--- src/crc_check_pkg.sv ---
`default_nettype none
package crc_check_pkg;
    localparam int DATA_W = 24;
    localparam int ADDR_W = 8;
    localparam int CRC_W = 8;
    localparam int WORD_W = ADDR_W + DATA_W;
    localparam logic [CRC_W-1:0] CRC_POLY = 8'h07;
    localparam logic [CRC_W-1:0] CRC_INIT = 8'h00;
    // Error-enable register location and layout
    localparam logic [ADDR_W-1:0] ENABLES_ADDR = 8'h07;
    localparam logic [DATA_W-1:0] ENABLES_RESET = 24'h000040;
    localparam int ROM_EN_BIT = 0;
    localparam int MM_EN_BIT = 1;
    localparam int SPI_EN_BIT = 2;
    // Clear-strobe bit positions
    localparam int CLR_SPI = 0;
    localparam int CLR_MM = 1;
    localparam int CLR_ROM = 2;
    // Conversion mode field
    localparam int MODE_W = 4;
    localparam logic [MODE_W-1:0] MODE_SINGLE = 4'h1;
    localparam logic [MODE_W-1:0] MODE_IDLE = 4'h4;
    // Background check interval
    localparam real CHECK_INTERVAL_US = 426.6;
    localparam real CLK_FREQ_MHZ = 100.0;
    localparam int CHECK_CYCLES = int'($floor(CHECK_INTERVAL_US * CLK_FREQ_MHZ));
    localparam int MEM_LOCS = 64;
    localparam int ROM_WORDS = 32;

    typedef enum {
        ST_IDLE, ST_ROM, ST_ROM_END, ST_REF, ST_REF_END, ST_CHK, ST_CHK_END
    } scan_state_t;

    // Bitwise CRC-8 over one address/data word, MSB first
    function automatic logic [CRC_W-1:0] crc8_word(
        input logic [CRC_W-1:0] crc_in,
        input logic [WORD_W-1:0] word
    );
        logic [CRC_W-1:0] c;
        c = crc_in;
        for (int i = WORD_W - 1; i >= 0; i--) begin
            c = (c[CRC_W-1] ^ word[i]) ? ((c << 1) ^ CRC_POLY) : (c << 1);
        end
        return c;
    endfunction
endpackage
`default_nettype wire

--- src/crc_scan_acc.sv ---
`timescale 1ns/1ps
`default_nettype none
module crc_scan_acc (
    // Clock and reset
    input wire logic clk,
    input wire logic rst,
    // Accumulation control
    input wire logic clear,
    input wire logic step,
    input wire logic [crc_check_pkg::WORD_W-1:0] word,
    // Running result
    output logic [crc_check_pkg::CRC_W-1:0] crc
);
    import crc_check_pkg::*;

    wire [CRC_W-1:0] next_crc = clear ? CRC_INIT :
        (step ? crc8_word(crc, word) : crc);

    always_ff @(posedge clk or posedge rst) begin
        if (rst) begin
            crc <= CRC_INIT;
        end else begin
            crc <= next_crc;
        end
    end
endmodule // crc_scan_acc
`default_nettype wire

--- config.mk ---
export PLATFORM = sky130hd
export DESIGN_NAME = crc_scan_acc
export DESIGN_NICKNAME = d
export VERILOG_FILES = /design/src/crc_check_pkg.sv /design/src/crc_scan_acc.sv
export SDC_FILE = /design/constraint.sdc
export NUM_CORES = 1
export LEC_CHECK = 0
export BUFFER_PORTS_ARGS = -buffer_cell sky130_fd_sc_hd__buf_2
export CORE_MARGIN = 2
export CORE_UTILIZATION = 51
export CTS_CLUSTER_DIAMETER = 40
export DETAILED_ROUTE_END_ITERATION = 10
export GPL_TIMING_DRIVEN = 0
export PLACE_DENSITY = 0.83
export REMOVE_ABC_BUFFERS = 1
export SYNTH_ARGS = -nofsm -noshare
export SYNTH_HDL_FRONTEND = slang
export SYNTH_SLANG_ARGS = --single-unit
--- constraint.sdc ---
create_clock -name clk -period 3.1 [get_ports clk]
set_input_delay 0.31 -clock clk [delete_from_list [all_inputs] [get_ports clk]]
set_output_delay 0.31 -clock clk [all_outputs]
set_load 0.05 [all_outputs]
==> flow_summary.yaml <==
yosys:
  syn_avg_cell_area_um2: 12.76
  synth_seq_cells: 8
  ys.flop_type: "dfrtp_1"
  syn_area_mm2: 0.001353
  synth_top_cell_by_area: "xnor2_1"
  ys_top_cells_by_area: "xnor2_1 (20%), xnor3_1 (18%), dfrtp_1 (15%)"
  netlist.area_leader.share: 0.2007
  synthArstFlopShare: 1.000
  ys_seq_area_frac: 0.1480
  yosys-top-cells-count: "xnor2_1 (31), xor2_1 (13), xnor3_1 (11)"
  yosysMostFrequentCell: "xnor2_1"
  synthCells: 106
  synth_edf_count: 0
  ys_warn_count: 0
  synth_cell_type_count: 21
cells_and_area:
  fin_nets: 189
  largest_reg_flops: 8
  reg.largest.list: "crc: 8 flops"
  diodes: 0
  area_growth_pct: 20.54
  multi_input_area_mm2: 0.001130
  seqCellArea_um2: 200.2
  finalNonFillerCells: 181
  top_register: "crc"
  layout-drive-gt1-share: 0.3775
  fillers: 200
detailed_routing:
  via_per_inst: 4.972
  drtPass1Iterations: 4
  drtIter0Drc: 13
  totalWireLength_um: 2629
  drc: 0
  wire_per_inst_um: 14.52
  antenna_left: 0
  vias: 900
cts:
  cts_max_level: 1
  cts_setup_buffers: 0
  numClockSinks: 8
  cts_root_buf: "clkbuf_4"
  cts_buffer_depth: 2
  clkLatencyLatePin_ps: 250
  numCtsBuffers: 3
  cts_hold_buf: 1
  clk_pin_slew_ps: 50
  ctsResizeCount: 0
  cts_tree: "done"
setup_path:
  critical_path_required_ps: 3250
  critPathMaxFanout: 3
  critPathTopFamily: "XOR/XNOR gates"
  crit_slowest_cell: "xor3_1"
  critPathMaxStageDelay_ps: 470
  crit_type: "flop to flop"
  reg2regPathDepth: 6
  cp_num_cells: 6
  arrival_ps: 2960
  crit_path_start_kind: "flop"
  path_cells: "xnor2_2, xor3_1, xnor2_1, xnor3_2, xnor3_1, a211oi_1"
  end_kind: "flop"
  critPathBufInv: 0
sta:
  worst_slew_pin_slew_ps: 532.8
  fmax_ghz: 0.3563
  finalSetupTns_ps: 0
  drv_slew: 0
  skew_ps: 1.734
  min_period_ps: 2806
  rsz0062_at_grt: "no"
  layout_setup_ws_ps: 293.6
  max-slew-margin-rel: 0.6423
  finalHoldViolCount: 0
  post-route-period-util: 0.9053
  finalSetupViolations: 0
status:
  status: "finished, final reports clean"
place:
  pre_cts_slack_ps: 293.3
  portBuffers: 43
  hpwl_um: 2298
  dp_cells: 177
  place.gp.congestion: 0.8397
global_route:
  grt_pass1_vias: 957
  grtUsageTotal: 0.1852
  grt_start_max_net_pins: 15
  antenna_found_initial: 0
  grt-ovfl-total: 0
  grt_pass1_wl_um: 4436
worst_hold_path:
  worstHoldPathCells: 2
  hp-class: "input pin to flop"
die:
  die-width_um: 55.50
  coreArea_mm2: 0.002500
  die_y_um: 55.50
  start_util: 0.5410
  die-area_mm2: 0.003080
  io_pins: 44
  rows: 18
run:
  cap_violations: 0
[metal layers]
layer  vias up  track usage  routed length (µm)
met2        26       0.3299                1355
met4         0      0.01045                   0
li1        453            -                   -
met5         -            0                   0
met1       421       0.2393                1160
met3         0      0.04450                 114
[through the flow]
stage / cell area (µm²) / hold slack (ps) / utilization
after detailed placement: 1598 / 268.2 / 0.6391
after global placement: 1598 / 263.8 / 0.6391
final: 1630 / 360.0 / 0.6522
after CTS: 1630 / 349.6 / 0.6522
after global routing: 1630 / 357.5 / 0.6522
after floorplan: 1345 / 125.7 / -
[path summary, 6_finish.rpt]
check | slack (ps) | to | start
max in group asynchronous | 2320 | crc[7]$_DFFE_PP0P_ | rst
setup reg to reg | 290 | crc[5]$_DFFE_PP0P_ | crc[1]$_DFFE_PP0P_
hold / removal | 360 | crc[7]$_DFFE_PP0P_ | clear
hold reg to reg | 590 | crc[0]$_DFFE_PP0P_ | crc[0]$_DFFE_PP0P_
min in group asynchronous | 540 | crc[1]$_DFFE_PP0P_ | rst
setup / recovery | 290 | crc[5]$_DFFE_PP0P_ | crc[1]$_DFFE_PP0P_
[layout make-up]
type | count | share of cell area
multi-input cells | 92 | 0.6930
repair buffers | 44 | 0.1381
flip-flops and latches | 8 | 0.1228
well taps | 30 | 0.02302
clock buffers | 3 | 0.01381
inverters | 4 | 0.009210
[worst reg2reg max path, cell delays in order (launching register included)]
cell and delay (ps):
dfrtp_1 410, xnor2_2 330, xor3_1 480, xnor2_1 410, xnor3_2 440, xnor3_1 370, a211oi_1 260
[cells in the final DEF (no fill, tap or decap)]
cell type and n:
buf_2 43, xnor2_1 31, xor2_1 13, xnor3_1 11
dfrtp_1 8, xor3_1 5, inv_1 4, xnor3_2 4
nor2_1 4, a211oi_1 4, xnor2_2 3, or3_1 3
nand3_1 3, o311ai_1 3, clkbuf_4 3, xor3_2 2
nand2b_1 2, xnor3_4 1, nor2b_1 1, xor2_4 1
o22ai_1 1, dlygate4sd3_1 1
[cell families after synthesis]
| logic type | synth area share |
|---|---|
| AND/OR/NAND/NOR | 0.04995 |
| XOR/XNOR | 0.7391 |
| buffers and inverters | 0.01664 |
| AO/OA/AOI/OAI | 0.04626 |
| flip-flops | 0.1480 |
Power is not shown: default switching activity piles up to over one toggle a cycle in this logic, so the estimate is an artifact.
